**src/pcs_cfg.svh**
```systemverilog
// constants for the program counter, return stack and indirect pointer block
`ifndef PCS_CFG_SVH
`define PCS_CFG_SVH
`define PCS_PC_W         13
`define PCS_LOW_W        8
`define PCS_LATCH_W      5
`define PCS_STACK_DEPTH  8
`define PCS_PTR_W        3
`define PCS_OPND_W       11
`define PCS_CALL_HI_MSB  4
`define PCS_CALL_HI_LSB  3
`define PCS_INT_VECTOR   13'h0004
`define PCS_IND_SELF     7'h00
`define PCS_BANK_POS     0
`define PCS_OFF_PC_LOW   8'h00
`define PCS_OFF_LATCH    8'h04
`define PCS_OFF_FSP      8'h08
`define PCS_OFF_BANK     8'h0C
`define PCS_PC_RST       13'h0000
`define PCS_LATCH_RST    5'h00
`define PCS_FSP_RST      8'h00
`define PCS_PTR_RST      3'h0
`endif

```
**src/pcs_pkg.sv**
```systemverilog
// types shared by the program counter block and its users
package pcs_pkg;
  typedef enum logic [2:0] {
    PCS_OP_NONE      = 3'h0,
    PCS_OP_STEP      = 3'h1,
    PCS_OP_LOW_WRITE = 3'h2,
    PCS_OP_GOTO      = 3'h3,
    PCS_OP_CALL      = 3'h4,
    PCS_OP_INT_ENTRY = 3'h5,
    PCS_OP_RETURN    = 3'h6,
    PCS_OP_RET_LIT   = 3'h7
  } pcs_op_t;
  typedef logic [12:0] pcs_pc_t;
endpackage

```
**src/pcs_core.sv**
```systemverilog
// program counter, circular return stack and indirect data addressing
//
// The implementer's own choices: the APB register port and the register offsets.
`timescale 1ns/1ps
`include "pcs_cfg.svh"

module pcs_core (
  input  wire logic                        pclk,
  input  wire logic                        presetn,
  input  wire logic [7:0]                  paddr,
  input  wire logic                        psel,
  input  wire logic                        penable,
  input  wire logic                        pwrite,
  input  wire logic [31:0]                 pwdata,
  output logic      [31:0]                 prdata,
  output logic                             pready,
  output logic                             pslverr,
  input  wire pcs_pkg::pcs_op_t            op,
  input  wire logic [`PCS_OPND_W-1:0]      op_operand,
  input  wire logic [7:0]                  op_low_data,
  output pcs_pkg::pcs_pc_t                 pc_out,
  input  wire logic                        file_req,
  input  wire logic                        file_we,
  input  wire logic [8:0]                  file_addr,
  input  wire logic [7:0]                  file_wdata,
  output logic      [7:0]                  file_rdata,
  output logic                             file_rvalid,
  output logic                             mem_req,
  output logic                             mem_we,
  output logic      [8:0]                  mem_addr,
  output logic      [7:0]                  mem_wdata,
  input  wire logic [7:0]                  mem_rdata
);
  import pcs_pkg::*;

  // ==========================================================
  // register bus
  logic [`PCS_LATCH_W-1:0] pc_high_latch;
  logic [`PCS_LATCH_W-1:0] next_pc_high_latch;
  logic [7:0]              file_select_pointer;
  logic [7:0]              next_file_select_pointer;
  logic                    indirect_bank_bit;
  logic                    next_indirect_bank_bit;
  logic [31:0]             next_prdata;
  logic                    apb_wr;
  logic                    mapped;
  pcs_pc_t                 pc;

  assign pready = 1'b1;
  assign apb_wr = psel & penable & pwrite;

  always_comb begin
    mapped = (paddr == `PCS_OFF_PC_LOW) || (paddr == `PCS_OFF_LATCH) ||
             (paddr == `PCS_OFF_FSP) || (paddr == `PCS_OFF_BANK);
    pslverr = psel & penable & ~mapped;
    next_pc_high_latch = pc_high_latch; // only a bus write moves it
    next_file_select_pointer = file_select_pointer;
    next_indirect_bank_bit = indirect_bank_bit;
    next_prdata = prdata;
    // read data is captured in the setup phase, so access needs no wait state
    if (psel && !penable && !pwrite) begin
      case (paddr)
        `PCS_OFF_PC_LOW: next_prdata = {24'h00_0000, pc[7:0]};
        `PCS_OFF_LATCH:  next_prdata = {27'h000_0000, pc_high_latch};
        `PCS_OFF_FSP:    next_prdata = {24'h00_0000, file_select_pointer};
        `PCS_OFF_BANK:   next_prdata = {31'h0000_0000, indirect_bank_bit};
        default:         next_prdata = 32'h0000_0000;
      endcase
    end
    if (apb_wr) begin
      case (paddr)
        `PCS_OFF_LATCH: next_pc_high_latch = pwdata[`PCS_LATCH_W-1:0];
        `PCS_OFF_FSP:   next_file_select_pointer = pwdata[7:0];
        `PCS_OFF_BANK:  next_indirect_bank_bit = pwdata[`PCS_BANK_POS];
        default: begin
        end
      endcase
    end
  end

  always_ff @(posedge pclk or negedge presetn) begin
    if (!presetn) begin
      pc_high_latch <= `PCS_LATCH_RST;
      file_select_pointer <= `PCS_FSP_RST;
      indirect_bank_bit <= 1'b0;
      prdata <= 32'h0000_0000;
    end else begin
      pc_high_latch <= next_pc_high_latch;
      file_select_pointer <= next_file_select_pointer;
      indirect_bank_bit <= next_indirect_bank_bit;
      prdata <= next_prdata;
    end
  end

  // ==========================================================
  // program counter and return stack
  // stack is internal only: no pointer port, no flags
  pcs_pc_t              next_pc;
  pcs_pc_t              stack [`PCS_STACK_DEPTH];
  pcs_pc_t              next_stack [`PCS_STACK_DEPTH];
  logic [`PCS_PTR_W-1:0] ptr;
  logic [`PCS_PTR_W-1:0] next_ptr;
  logic                  push;
  logic                  pop;
  logic                  low_wr;

  assign pc_out = pc;

  always_comb begin
    next_pc = pc;
    next_ptr = ptr;
    next_stack = stack;
    push = 1'b0;
    pop = 1'b0;
    low_wr = apb_wr && (paddr == `PCS_OFF_PC_LOW);
    // a bus write of the low byte acts as the instruction and wins
    if (low_wr) begin
      next_pc = {pc_high_latch, pwdata[7:0]};
    end else begin
      case (op)
        PCS_OP_STEP: next_pc = pc + 13'h0001;
        PCS_OP_LOW_WRITE: next_pc = {pc_high_latch, op_low_data};
        PCS_OP_GOTO: begin
          next_pc = {pc_high_latch[`PCS_CALL_HI_MSB:`PCS_CALL_HI_LSB], op_operand};
        end
        PCS_OP_CALL: begin
          push = 1'b1;
          next_stack[ptr] = pc + 13'h0001;
          next_pc = {pc_high_latch[`PCS_CALL_HI_MSB:`PCS_CALL_HI_LSB], op_operand};
        end
        PCS_OP_INT_ENTRY: begin
          push = 1'b1;
          next_stack[ptr] = pc;
          next_pc = `PCS_INT_VECTOR;
        end
        PCS_OP_RETURN, PCS_OP_RET_LIT: begin
          pop = 1'b1;
          next_pc = stack[ptr - 3'h1];
        end
        default: begin
        end
      endcase
    end
    // pointer wraps silently in both directions
    if (push) begin
      next_ptr = ptr + 3'h1;
    end else if (pop) begin
      next_ptr = ptr - 3'h1;
    end
  end

  // return from interrupt shares the plain return encoding space
  always_ff @(posedge pclk or negedge presetn) begin
    if (!presetn) begin
      pc <= `PCS_PC_RST;
      ptr <= `PCS_PTR_RST;
      for (int i = 0; i < `PCS_STACK_DEPTH; i++) begin
        stack[i] <= `PCS_PC_RST;
      end
    end else begin
      pc <= next_pc;
      ptr <= next_ptr;
      stack <= next_stack;
    end
  end

  // ==========================================================
  // indirect data addressing
  logic       ind_sel;
  logic       self_hit;
  logic [8:0] eff_addr;
  logic       next_mem_req;
  logic       next_mem_we;
  logic [8:0] next_mem_addr;
  logic [7:0] next_mem_wdata;
  logic       zero_rd;
  logic       next_zero_rd;
  logic       rd_pend;
  logic       next_rd_pend;
  logic [7:0] next_file_rdata;

  always_comb begin
    ind_sel = file_addr[6:0] == `PCS_IND_SELF;
    eff_addr = ind_sel ? {indirect_bank_bit, file_select_pointer} : file_addr;
    self_hit = eff_addr[6:0] == `PCS_IND_SELF;
    next_mem_req = file_req & ~self_hit;
    next_mem_we = file_req & file_we & ~self_hit;
    next_mem_addr = eff_addr;
    next_mem_wdata = file_wdata;
    next_zero_rd = file_req & ~file_we & self_hit;
    next_rd_pend = file_req & ~file_we;
    next_file_rdata = zero_rd ? 8'h00 : mem_rdata;
    if (!rd_pend) begin
      next_file_rdata = file_rdata;
    end
  end

  // two stage read: memory sees the address, the answer is then registered
  always_ff @(posedge pclk or negedge presetn) begin
    if (!presetn) begin
      mem_req <= 1'b0;
      mem_we <= 1'b0;
      mem_addr <= 9'h000;
      mem_wdata <= 8'h00;
      zero_rd <= 1'b0;
      rd_pend <= 1'b0;
      file_rdata <= 8'h00;
      file_rvalid <= 1'b0;
    end else begin
      mem_req <= next_mem_req;
      mem_we <= next_mem_we;
      mem_addr <= next_mem_addr;
      mem_wdata <= next_mem_wdata;
      zero_rd <= next_zero_rd;
      rd_pend <= next_rd_pend;
      file_rdata <= next_file_rdata;
      file_rvalid <= rd_pend;
    end
  end

  // ==========================================================
  // assertions
  property p_low_write_latch;
    @(posedge pclk) disable iff (!presetn)
    (op == PCS_OP_LOW_WRITE && !low_wr) |=> pc == {$past(pc_high_latch), $past(op_low_data)};
  endproperty
  a_low_write_latch: assert property (p_low_write_latch) else $error("low write pc wrong");

  property p_bus_low_write;
    @(posedge pclk) disable iff (!presetn)
    low_wr |=> pc[12:8] == $past(pc_high_latch) && pc[7:0] == $past(pwdata[7:0]);
  endproperty
  a_bus_low_write: assert property (p_bus_low_write) else $error("bus low write pc wrong");

  property p_no_carry;
    @(posedge pclk) disable iff (!presetn)
    (op == PCS_OP_LOW_WRITE && !low_wr && pc[7:0] == 8'hFF && op_low_data == 8'h00)
      |=> pc[12:8] == $past(pc_high_latch);
  endproperty
  a_no_carry: assert property (p_no_carry) else $error("carry into upper pc");

  property p_call_target;
    @(posedge pclk) disable iff (!presetn)
    (op == PCS_OP_CALL && !low_wr) |=>
      pc == {$past(pc_high_latch[4:3]), $past(op_operand)} && ptr == $past(ptr) + 3'h1;
  endproperty
  a_call_target: assert property (p_call_target) else $error("call target wrong");

  property p_call_ret;
    @(posedge pclk) disable iff (!presetn)
    (op == PCS_OP_CALL && !low_wr) ##1 (op == PCS_OP_RETURN && !low_wr)
      |=> pc == $past(pc, 2) + 13'h0001;
  endproperty
  a_call_ret: assert property (p_call_ret) else $error("return address lost");

  property p_latch_kept;
    @(posedge pclk) disable iff (!presetn)
    ((push || pop) && !apb_wr) |=> $stable(pc_high_latch);
  endproperty
  a_latch_kept: assert property (p_latch_kept) else $error("latch moved by stack");

  property p_wrap;
    @(posedge pclk) disable iff (!presetn)
    (push && ptr == 3'h7) |=> ptr == 3'h0;
  endproperty
  a_wrap: assert property (p_wrap) else $error("stack pointer did not wrap");

  property p_self_read_zero;
    @(posedge pclk) disable iff (!presetn)
    (file_req && !file_we && self_hit) |=> !mem_req ##1 (file_rvalid && file_rdata == 8'h00);
  endproperty
  a_self_read_zero: assert property (p_self_read_zero) else $error("self read not zero");

  property p_self_write_nop;
    @(posedge pclk) disable iff (!presetn)
    (file_req && file_we && self_hit) |=> !mem_we;
  endproperty
  a_self_write_nop: assert property (p_self_write_nop) else $error("self write stored");

  property p_eff_addr;
    @(posedge pclk) disable iff (!presetn)
    (file_req && ind_sel && !self_hit) |=>
      mem_req && mem_addr == {$past(indirect_bank_bit), $past(file_select_pointer)};
  endproperty
  a_eff_addr: assert property (p_eff_addr) else $error("indirect address wrong");

  property p_step;
    @(posedge pclk) disable iff (!presetn)
    (op == PCS_OP_STEP && !low_wr) |=> pc == $past(pc) + 13'h0001;
  endproperty
  a_step: assert property (p_step) else $error("pc did not advance");

  c_call: cover property (@(posedge pclk) disable iff (!presetn) op == PCS_OP_CALL);
  c_int_ret: cover property (@(posedge pclk) disable iff (!presetn)
    op == PCS_OP_INT_ENTRY ##1 op == PCS_OP_RETURN);
  c_wrap: cover property (@(posedge pclk) disable iff (!presetn) push && ptr == 3'h7);
  c_zero_read: cover property (@(posedge pclk) disable iff (!presetn)
    file_req && !file_we && self_hit);
endmodule

```
**config.mk**
```make
export PLATFORM = sky130hd
export DESIGN_NAME = pcs_core
export DESIGN_NICKNAME = d
export VERILOG_FILES = /design/src/pcs_pkg.sv /design/src/pcs_core.sv
export VERILOG_INCLUDE_DIRS = /design/src
export SDC_FILE = /design/constraint.sdc
export NUM_CORES = 1
export LEC_CHECK = 0
export BUFFER_PORTS_ARGS = -buffer_cell sky130_fd_sc_hd__buf_2
export CORE_ASPECT_RATIO = 1.2
export CORE_UTILIZATION = 60
export CTS_CLUSTER_DIAMETER = 200
export DETAILED_ROUTE_END_ITERATION = 6
export HOLD_SLACK_MARGIN = 0.1
export PLACE_DENSITY = 0.86
export RECOVER_POWER = 25
export SYNTH_ARGS = -nofsm -noshare
export SYNTH_HDL_FRONTEND = slang
export SYNTH_SLANG_ARGS = --single-unit
```
**constraint.sdc**
```tcl
create_clock -name pclk -period 3.6 [get_ports pclk]
set_input_delay 0.72 -clock pclk [delete_from_list [all_inputs] [get_ports pclk]]
set_output_delay 0.72 -clock pclk [all_outputs]
set_load 0.03 [all_outputs]
```
==> out/metrics.yaml, run 1 <==
status:
  status: "finished with violations"
  violations: "max-capacitance violations, max-slew violations"
cells_and_area:
  layout-drive-gt1-share: 0.2471
  fin_util: 0.7030
  stdcell_area_um2: 9674
  layout_common_cells: "dfrtp_1 (171), nand2_1 (150), buf_2 (116)"
  fin_nets: 1023
  num_antenna_cells: 0
  final_common_cell: "dfrtp_1"
  area_growth_syn_to_layout_pct: 14.55
sta:
  worst_pin_slew_ps: 2158
  fin_setup_tns_ps: 0
  period_needed_ps: 2634
  drv_slew: 82
  worst_slack_ps: 965.8
  fin_crit_sh: 0.7317
  finClkSkew_ps: 10.08
  hold_viol: 0
  relSlewSlack: -0.4389
  finalSetupViolCount: 0
  max_clock_freq_mhz: 379.6
  grt_setup_unrepaired: "no"
cts:
  ctsHoldBuffers: 0
  cts_resized: 0
  cts_buffer_depth: 2
  cts-root-buf: "clkbuf_16"
  htreeDepth: 4
  cts_sinks: 172
  cts_tree: "built"
  insertion_delay_ps: 440
  cts_made_buffers: 17
  cts_setup_buffers: 0
  path_clk_slew_ps: 60
synthesis:
  synth.area.mux_share: 0.1256
  synth_area_per_cell_um2: 10.32
  yosys.area_share.simple: 0.1379
  synthDistinctLibCells: 59
  synth_top_family_by_area: "compound AO/OA/AOI/OAI gates"
  synthCells: 818
  synth_compound_area_frac: 0.1397
  yosysWarnings: 0
  synth-main-ff-cell: "dfrtp_1"
  ys_ff_latch: 172
  synth_xor_area_frac: 0.02370
  synth-seq-area-share: 0.5096
  syn_area_um2: 8446
  async_flop_share: 1.000
  synth_edf_count: 0
  synthAdderAreaFrac: 0.004444
placement:
  hpwl_um: 14330
  io_buffers: 119
  pre_cts_ws_ps: 631.9
  finalWeightedCongestion: 0.9861
  place_area_um2: 9094
grt:
  grt_pass1_wl_um: 34320
  antenna_found_initial: 0
  grt_pass1_vias: 6762
  busiest_layer: "met2"
  gr-usage-met2: 0.5248
  grt_use_total: 0.3179
  use_met1: 0.3785
  use_met3: 0.07464
  grt_max_degree: 84
  grt_overflow: 0
power_and_ir_drop:
  power.switching_mw: 2.795
  p_int_mw: 4.704
  p_total_mw: 7.498
  seqPwrFrac: 0.399
  p_per_area_nw_per_um2: 775.1
  p_leak_nw: 4.596
  netSwitchingFraction: 0.3727
  pwr-share-clk: 0.242
  power_frac_comb: 0.359
  peakVddDrop_mv: 0.4559
drt:
  drc_errors: 0
  ant_nets: 0
  viasPerCell: 6.157
  wl_per_cell_um: 19.70
  dr.pass1.iters: 5
  dr_total_vias: 6834
  routed_wirelength_um: 21870
  drt-initial-drc-count: 629
worst_setup_path:
  startpoint_type: "input port"
  critPathRequiredTime_ps: 2880
  critPathMaxFanout: 4
  end_kind: "primary output"
  cp.arrival_ps: 1910
  critPathKind: "input port to primary output"
floorplan:
  pin_count: 169
  die_h_um: 132.0
  rows: 47
  dieArea_um2: 14560
  die_width_um: 110.3
  coreArea_um2: 13760
  initial_core_util: 0.6137
job:
  drv_cap: 1
worst_hold_path:
  hold_path.class: "input port to register"
per-layer routing:
layer,part of all wire,vias up
met1,0.37,3321
met5,0,-
li1,-,3036
met4,0.045,0
met3,0.078,90
met2,0.51,387
flip-flops by register name (all words and copies together) (netlist names):
name	count
file_rdata	8
file_rvalid	1
file_select_pointer	8
indirect_bank_bit	1
mem_addr	9
mem_req	1
mem_wdata	8
mem_we	1
pc_high_latch	5
pc_out	13
prdata	8
ptr	3
rd_pend	1
stack	104
zero_rd	1
cell type report:
class,count,area [um2]
clock buffers,21,480.5
well taps,171,214.0
inverters,18,67.56
clock inverters,11,108.9
fillers,955,4086
flip-flops and latches,172,4305
repair buffers,138,760.7
multi-input cells,579,3737
critical path, cell delays in order:
cell and delay [ps]:
buf_2 100, nor4_1 500, nand2_1 200, and3_1 230
buf_2 170
kinds of logic after synthesis:
logic type	count (synthesis)
buf+inv	90
other cells	2
mux	69
simple gates	262
xor+xnor	22
fa+ha+maj	3
flops	172
compound gates	198
synthesized netlist by cell type, types with 4 or more instances:
| cell type | number | share of area |
|---|---|---|
| a21o_1 | 7 | 0.0062 |
| mux4_2 | 28 | 0.075 |
| o22ai_1 | 10 | 0.0074 |
| nor3_1 | 6 | 0.0036 |
| nand2_1 | 150 | 0.067 |
| o21ai_0 | 104 | 0.062 |
| a21boi_0 | 5 | 0.0044 |
| a31oi_1 | 4 | 0.0030 |
| inv_1 | 18 | 0.0080 |
| and3_1 | 8 | 0.0059 |
| mux2_2 | 16 | 0.021 |
| nand4_1 | 5 | 0.0037 |
| o21ai_2 | 12 | 0.012 |
| clkbuf_1 | 18 | 0.0080 |
| nand3b_1 | 9 | 0.0080 |
| xor2_1 | 9 | 0.0093 |
| xnor2_1 | 12 | 0.012 |
| nand3_1 | 11 | 0.0065 |
| mux2i_1 | 25 | 0.030 |
| nor2b_1 | 5 | 0.0037 |
| nor2_1 | 50 | 0.022 |
| buf_4 | 28 | 0.025 |
| dfrtp_1 | 172 | 0.51 |
| a21oi_1 | 34 | 0.020 |
| buf_2 | 20 | 0.012 |
path summary, 6_finish.rpt:
kind / from / to / slack (ps) / cells past startpoint
max in group asynchronous: presetn / ptr[0] / 1300 / 1
min: file_wdata[7] / mem_wdata[7] / 390 / 1
max reg2reg: ptr[1] / pc_out[8] / 980 / 10
min in group asynchronous: presetn / prdata[5] / 920 / 1
min reg2reg: prdata[0] / prdata[0] / 480 / 2
max: paddr[7] / pslverr / 970 / 5
stage by stage:
step / hold slack, ps / instances
3_3_place_gp: 456.0 / 1078
4_1_cts: 374.1 / 1110
6_report: 389.1 / 1110
5_1_grt: 373.3 / 1110
2_1_floorplan: 424.4 / 841
3_5_place_dp: 455.6 / 1078
power by group through the flow:
stage               Sequential (mW)  Combinational, mW  Clock, mW
floorplan                      2.96               1.91          0
finish                         2.99               2.69       1.81
global placement               2.95               2.54          0
global route                   3.05               2.91       1.90
detailed placement             2.98               2.65          0
CTS                            2.97               2.70       1.83
No activity file was read; power rests on OpenSTA's default activity.
==> inputs of run 2 (changes only) <==
Settings changed: ABC_AREA from default to 1, CORE_UTILIZATION 60 to 56, PLACE_DENSITY 0.86 to 0.8.
Clock period 3.6 ns to 2.7 ns, I/O delays scaled along.
==> run 2 against run 1 <==
Against the previous run:
- the run still ends with max-capacitance violations, max-slew violations left
- global-route usage decreased by 2.5 points
- combinational power increased by 66%
- die area increased by 16%
- wire length increased by 8.4%
- via count increased by 16%
- first-iteration DRC count decreased by 15%
- synthesized area increased by 8.2%
==> out/metrics.yaml, run 2 <==
grt:
  grt_pass1_vias: 7550  # was 6762
  antenna_found_initial: 0  # unchanged
  grt_overflow: 0  # unchanged
  grt_use_total: 0.2931  # was 0.3179
  grt_pass1_wl_um: 38060  # was 34320 um
  grt_max_degree: 84  # unchanged
power_and_ir_drop:
  p_total_mw: 10.85  # was 7.498 mW
  peakVddDrop_mv: 0.5851  # was 0.4559 mV
  p_per_area_nw_per_um2: 1045  # was 775.1 nW/um2
  p_leak_nw: 5.294  # was 4.596 nW
worst_setup_path:
  end_kind: "register"  # was primary output
  critPathRequiredTime_ps: 3080  # was 2880 ps
  cp_common_cell: "nand2_1"  # was buf_2
  critPathMaxStageDelay_ps: 570  # was 500 ps
  crit_chain: "inv_1 -> ha_1 -> buf_4 -> o21ai_0 -> o211ai_1 -> nand3_1 -> nand2_1 -> nand3b_1 -> nand2_1"  # was buf_2 -> nor4_1 -> nand2_1 -> and3_1 -> buf_2
  startpoint_type: "register"  # was input port
  critPathMaxFanout: 21  # was 4
  cp.arrival_ps: 2750  # was 1910 ps
  r2r_cells: 9  # was 10
  critical-path-slowest-cell: "ha_1"  # was nor4_1
  critPathKind: "register to register"  # was input port to primary output
sta:
  worst_pin_slew_ps: 1678  # was 2158 ps
  drv_slew: 61  # was 82
  period_needed_ps: 2365
  grt_setup_unrepaired: "no"  # unchanged
  relSlewSlack: -0.1188  # was -0.4389
  finClkSkew_ps: 11.74  # was 10.08 ps
  hold_viol: 0  # unchanged
  finalSetupViolCount: 0  # unchanged
  fin_crit_sh: 0.8759
  fin_setup_tns_ps: 0  # unchanged
  max_clock_freq_mhz: 422.9
synthesis:
  synth-seq-area-share: 0.4710  # was 0.5096
  yosysWarnings: 0  # unchanged
  synth_edf_count: 0  # unchanged
  yosysMostFrequentCell: "nand2_1"  # was dfrtp_1
  synth_area_per_cell_um2: 7.918  # was 10.32 um2
  ys_ff_latch: 172  # unchanged
  async_flop_share: 1.000  # unchanged
  synth-main-ff-cell: "dfrtp_1"  # unchanged
  synth_commonest_cells: "nand2_1 (364), dfrtp_1 (172), inv_1 (117), nand3_1 (93), o21ai_0 (54)"  # was dfrtp_1 (172), nand2_1 (150), o21ai_0 (104), nor2_1 (50), a21oi_1 (34)
  synthDistinctLibCells: 45  # was 59
  synthCells: 1154  # was 818
  syn_area_um2: 9138  # was 8446 um2
  yosysTopAreaCell: "dfrtp_1"  # unchanged
  synth_top_area_frac: 0.4710  # was 0.5096
  yosys-top-cells-area: "dfrtp_1 (47%), nand2_1 (15%), nand3_1 (5.1%)"  # was dfrtp_1 (51%), mux4_2 (7.5%), nand2_1 (6.7%)
drt:
  routed_wirelength_um: 23710  # was 21870 um
  dr_total_vias: 7936  # was 6834
  drt-initial-drc-count: 533  # was 629
  dr.pass1.iters: 5  # unchanged
  viasPerCell: 5.351  # was 6.157
  drc_errors: 0  # unchanged
  wl_per_cell_um: 15.99  # was 19.70 um
  ant_nets: 0  # unchanged
floorplan:
  pin_count: 169  # unchanged
  die_h_um: 141.9  # was 132.0 um
  dieArea_um2: 16830  # was 14560 um2
  coreArea_um2: 15770  # was 13760 um2
  initial_core_util: 0.5796  # was 0.6137
  die_width_um: 118.6  # was 110.3 um
  rows: 50  # was 47
placement:
  hpwl_um: 16550  # was 14330 um
  place_area_um2: 9802  # was 9094 um2
  io_buffers: 119  # unchanged
  dp_cells: 1451  # was 1078
  finalWeightedCongestion: 0.9570  # was 0.9861
cts:
  cts_resized: 0  # unchanged
  cts_made_buffers: 17  # unchanged
  cts_tree: "built"  # unchanged
  cts_setup_buffers: 0  # unchanged
  path_clk_slew_ps: 70  # was 60 ps
  ctsHoldBuffers: 0  # unchanged
  cts-root-buf: "clkbuf_16"  # unchanged
  htreeDepth: 4  # unchanged
  cts_sinks: 172  # unchanged
  cts_buffer_depth: 2  # unchanged
  insertion_delay_ps: 450  # was 440 ps
status:
  violations: "max-capacitance violations, max-slew violations"  # unchanged
  status: "finished with violations"  # unchanged
worst_hold_path:
  min_path_cells: 1  # unchanged
  hold_path.class: "input port to register"  # unchanged
cells_and_area:
  fin_util: 0.6587  # was 0.7030
  area_growth_syn_to_layout_pct: 13.65  # was 14.55%
  stdcell_area_um2: 10390  # was 9674 um2
  largest_reg_flops: 104  # unchanged
  layout_common_cells: "nand2_1 (364), dfrtp_1 (171), buf_2 (118)"  # was dfrtp_1 (171), nand2_1 (150), buf_2 (116)
  fin_nets: 1359  # was 1023
  num_antenna_cells: 0  # unchanged
  largest_register: "stack"  # unchanged
  layout.cells.non_filler: 1483  # was 1110
  layout-drive-gt1-share: 0.1859  # was 0.2471
  final_common_cell: "nand2_1"  # was dfrtp_1
job:
  drv_cap: 1  # unchanged
## run 2: cell count changes after synthesis, sizes merged, moves of 16 or more
cell / previous run / this run
o211ai: 1 / 29
mux4: 28 / 0
mux2i: 25 / 0
inv: 18 / 135
nand2: 150 / 371
mux2: 16 / 0
nand3: 11 / 96
## run 2: final cells by class
cell class              instances  area (um2)
multi-input cells             794        3918
repair buffers                142       805.8
fillers                      1342        5380
well taps                     208       260.3
inverters                     135       506.7
clock buffers                  17       425.4
clock inverters                15       163.9
flip-flops and latches        172        4305
## run 2: per-layer routing
layer  track usage  part of all wire  routed length, um
met1        0.3667              0.39               9259
met2        0.4885              0.50              11950
met3       0.05649             0.071               1678
met4        0.1452             0.035                818
met5             0                 0                  0
## run 2: critical path: cells and delay by family (launching register included)
kind,cells,cell delay (ps)
flip-flops,1,460
adder cells (fa/ha/maj),1,570
AND/OR/NAND/NOR,4,390
AO/OA/AOI/OAI,2,420
buffers and inverters,2,450
## run 2: path summary, 6_finish.rpt
path | from | end | slack (ps)
setup / recovery | ptr[1] | pc_out[9] | 340
hold / removal | file_wdata[5] | mem_wdata[5] | 190
setup reg to reg | ptr[1] | pc_out[9] | 340
hold reg to reg | stack[54] | stack[54] | 470
max in group asynchronous | presetn | ptr[0] | 1060
min in group asynchronous | presetn | stack[49] | 530
## run 2: logic make-up after synthesis
kind of cell,count (synthesis),synth area share
AND/OR/NAND/NOR,551,0.2680
buffers and inverters,211,0.1097
AO/OA/AOI/OAI,203,0.1349
flip-flops,172,0.4710
XOR/XNOR,12,0.01150
adder cells (fa/ha/maj),3,0.004108
other,2,0.0008219
## run 2: per-stage QoR
step / hold WS, ps / setup WS, ps
finish: 190.8 / 335.2
global route: 181.3 / 164.2
CTS: 104.3 / 364.7
detailed placement: 453.2 / 315.9
global placement: 448.2 / 386.4
floorplan: 244.4 / 414.6
## run 2: power by group
| part | total [mW] | switching, mW | internal (mW) |
|---|---|---|---|
| Clock | 2.46 | 1.21 | 1.24 |
| Sequential | 3.93 | 0.513 | 3.42 |
| Combinational | 4.46 | 2.91 | 1.54 |
==> inputs of run 3 (changes only) <==
Settings changed: ABC_AREA 1 to default, CORE_UTILIZATION 56 to 55, GPL_TIMING_DRIVEN from default to 0.
==> run 3 against run 2 <==
Against the previous run:
- the flow now finishes without violations
- final area decreased by 3.7%
- register-to-register slack got worse by 220 ps
- setup slack got worse by 220 ps
- non-clock buffer count increased by 49
- fmax decreased by 8.7%
- critical path type unchanged
- combinational power decreased by 11%
- clock skew decreased by 1.2 ps
- sequential share of layout area increased by 1.6 points
- clock-buffer cell count increased by 2
==> out/metrics.yaml, run 3 (same netlist as run 1, synthesis figures left out) <==
worst_setup_path:
  crit_buf_inv: 3  # was 2
  critPathMaxStageDelay_ps: 400  # was 570 ps
  crit_chain: "buf_6 -> inv_1 -> ha_1 -> clkbuf_4 -> mux4_2 -> and3_4 -> a2111oi_4 -> o31ai_1 -> a21o_1 -> a22o_1"  # was inv_1 -> ha_1 -> buf_4 -> o21ai_0 -> o211ai_1 -> nand3_1 -> nand2_1 -> nand3b_1 -> nand2_1
  cp.arrival_ps: 2920  # was 2750 ps
  startpoint_type: "register"  # unchanged
  r2r-end: "pc_out[9]"  # unchanged
  r2r_setup_slack_ps: 110  # was 340 ps
  end_kind: "register"  # unchanged
  r2r_cells: 10  # was 9
  crit_family: "compound AO/OA/AOI/OAI gates"  # was adder cells
  r2r-start: "ptr[0]"  # was ptr[1]
  critical-path-slowest-cell: "dfrtp_1"  # was ha_1
  critPathMaxFanout: 9  # was 21
  critPathKind: "register to register"  # unchanged
  critPathRequiredTime_ps: 3030  # was 3080 ps
cts:
  cts_sinks: 172  # unchanged
  cts_buffer_depth: 2  # unchanged
  cts-root-buf: "clkbuf_16"  # unchanged
  htreeDepth: 4  # unchanged
  insertion_delay_ps: 450  # about the same
  cts_tree: "built"  # unchanged
  cts_made_buffers: 17  # unchanged
  path_clk_slew_ps: 70  # about the same
power_and_ir_drop:
  peakVddDrop_mv: 0.7090  # was 0.5851 mV
  p_per_area_nw_per_um2: 1032  # was 1045 nW/um2
  p_leak_nw: 4.744  # was 5.294 nW
drt:
  ant_nets: 0  # unchanged
  viasPerCell: 5.830  # was 5.351
  dr_total_vias: 6973  # was 7936
  drt-initial-drc-count: 645  # was 533
  dr.pass1.iters: 5  # unchanged
  drc_errors: 0  # unchanged
  routed_wirelength_um: 23290  # was 23710 um
  wl_per_cell_um: 19.47  # was 15.99 um
sta:
  period_needed_ps: 2589  # was 2365 ps
  fin_hold_ws_ps: 193.6  # was 190.8 ps
  relSlewSlack: 0.08523  # was -0.1188
  finClkSkew_ps: 10.50  # was 11.74 ps
  drv_slew: 0  # was 61
  fin_crit_sh: 0.9589  # was 0.8759
  worst_slack_ps: 111.0  # was 335.2 ps
  hold_viol: 0  # unchanged
  finalSetupViolCount: 0  # unchanged
  worst_pin_slew_ps: 1372  # was 1678 ps
  max_clock_freq_mhz: 386.2  # was 422.9 MHz
  grt_setup_unrepaired: "no"  # unchanged
worst_hold_path:
  hold_path_startpoint: "file_wdata[5]"  # unchanged
  hold_path.class: "input port to register"  # unchanged
  min_path_cells: 1  # unchanged
  min_to: "mem_wdata[5]"  # unchanged
cells_and_area:
  layout.cells.non_filler: 1196  # was 1483
  largest_register: "stack"  # unchanged
  num_antenna_cells: 0  # unchanged
  stdcell_area_um2: 10000  # was 10390 um2
  fin_nets: 1076  # was 1359
  largest_reg_flops: 104  # unchanged
  layout-drive-gt1-share: 0.2510  # was 0.1859
  final_common_cell: "dfrtp_1"  # was nand2_1
  layout_common_cells: "dfrtp_1 (171), nand2_1 (150), buf_2 (113)"  # was nand2_1 (364), dfrtp_1 (171), buf_2 (118)
  fin_util: 0.6660  # was 0.6587
  area_growth_syn_to_layout_pct: 18.44  # was 13.65%
placement:
  finalWeightedCongestion: 0.9404  # was 0.9570
  dp_cells: 1164  # was 1451
  hpwl_um: 16520  # was 16550 um
  pre_cts_ws_ps: -385.3  # was 315.9 ps
  io_buffers: 118  # was 119
  place_area_um2: 9415  # was 9802 um2
grt:
  grt_pass1_vias: 6772  # was 7550
  grt_overflow: 0  # unchanged
  grt_use_total: 0.3090  # was 0.2931
  antenna_found_initial: 0  # unchanged
  grt_pass1_wl_um: 35760  # was 38060 um
  grt_max_degree: 119  # was 84
floorplan:
  initial_core_util: 0.5623  # was 0.5796
  pin_count: 169  # unchanged
  die_h_um: 137.7  # was 141.9 um
  rows: 49  # was 50
  coreArea_um2: 15020  # was 15770 um2
  dieArea_um2: 15860  # was 16830 um2
  die_width_um: 115.1  # was 118.6 um
status:
  status: "finished, final reports clean"  # was finished with violations
job:
  drv_cap: 0  # was 1
==> run 3: how the worst max path moves through the flow <==
stage / end / depth (start not counted) / from / slack, ps
detailed placement: pc_out[11] / 10 / ptr[1] / -390
finish: pc_out[9] / 10 / ptr[0] / 110
CTS: pc_out[7] / 10 / ptr[0] / 10
global route: pc_out[7] / 10 / ptr[0] / 10
floorplan: pc_out[9] / 10 / ptr[1] / 310
global placement: mem_wdata[2] / 1 / presetn / -1540
==> run 3: layer usage <==
metal / GRT usage / vias up / wire length [um]
li1: - / 3127 / -
met3: 0.05323 / 96 / 1698
met5: 0 / - / 0
met4: 0.2114 / 0 / 1471
met1: 0.3663 / 3364 / 8822
met2: 0.5151 / 386 / 11300
==> run 3: cell type report <==
| class | instances | area, um2 |
|---|---|---|
| Clock inverter | 13 | 130.1 |
| Clock buffer | 19 | 452.9 |
| Fill cell | 1214 | 5017 |
| Buffer | 71 | 434.2 |
| Multi-Input combinational cell | 579 | 3756 |
| Sequential cell | 172 | 4305 |
| Inverter | 18 | 67.56 |
| Timing Repair Buffer | 120 | 601.8 |
| Tap cell | 204 | 255.2 |
==> run 3: what timing repair did <==
action | CTS | global route
buffers inserted | 0 | 0
hold endpoints to repair | 54 | 0
gates resized for setup | 4 | 6
hold buffers | 1 | 0
endpoints found under the setup margin | 11 | 7
==> run 3: worst register-to-register path, delay by kind of cell (launching register included) <==
kind            cells  cell delay (ps)
compound gates      4              850
fa+ha+maj           1              240
buf+inv             3              480
flops               1              400
mux                 1              300
simple gates        1              200
==> run 3: through the flow <==
stage	power, mW	TNS [ps]
2_1_floorplan	6.492	0
3_3_place_gp	7.582	-266020
5_1_grt	10.79	0
4_1_cts	10.21	0
3_5_place_dp	7.729	-5350
6_report	10.32	0
==> run 3: power breakdown <==
| part | internal, mW | switching, mW | total (mW) | leakage, nW |
|---|---|---|---|---|
| clock | 1.34 | 1.11 | 2.46 | 0.291 |
| combinational | 1.61 | 2.36 | 3.96 | 2.27 |
| sequential | 3.38 | 0.529 | 3.91 | 2.18 |
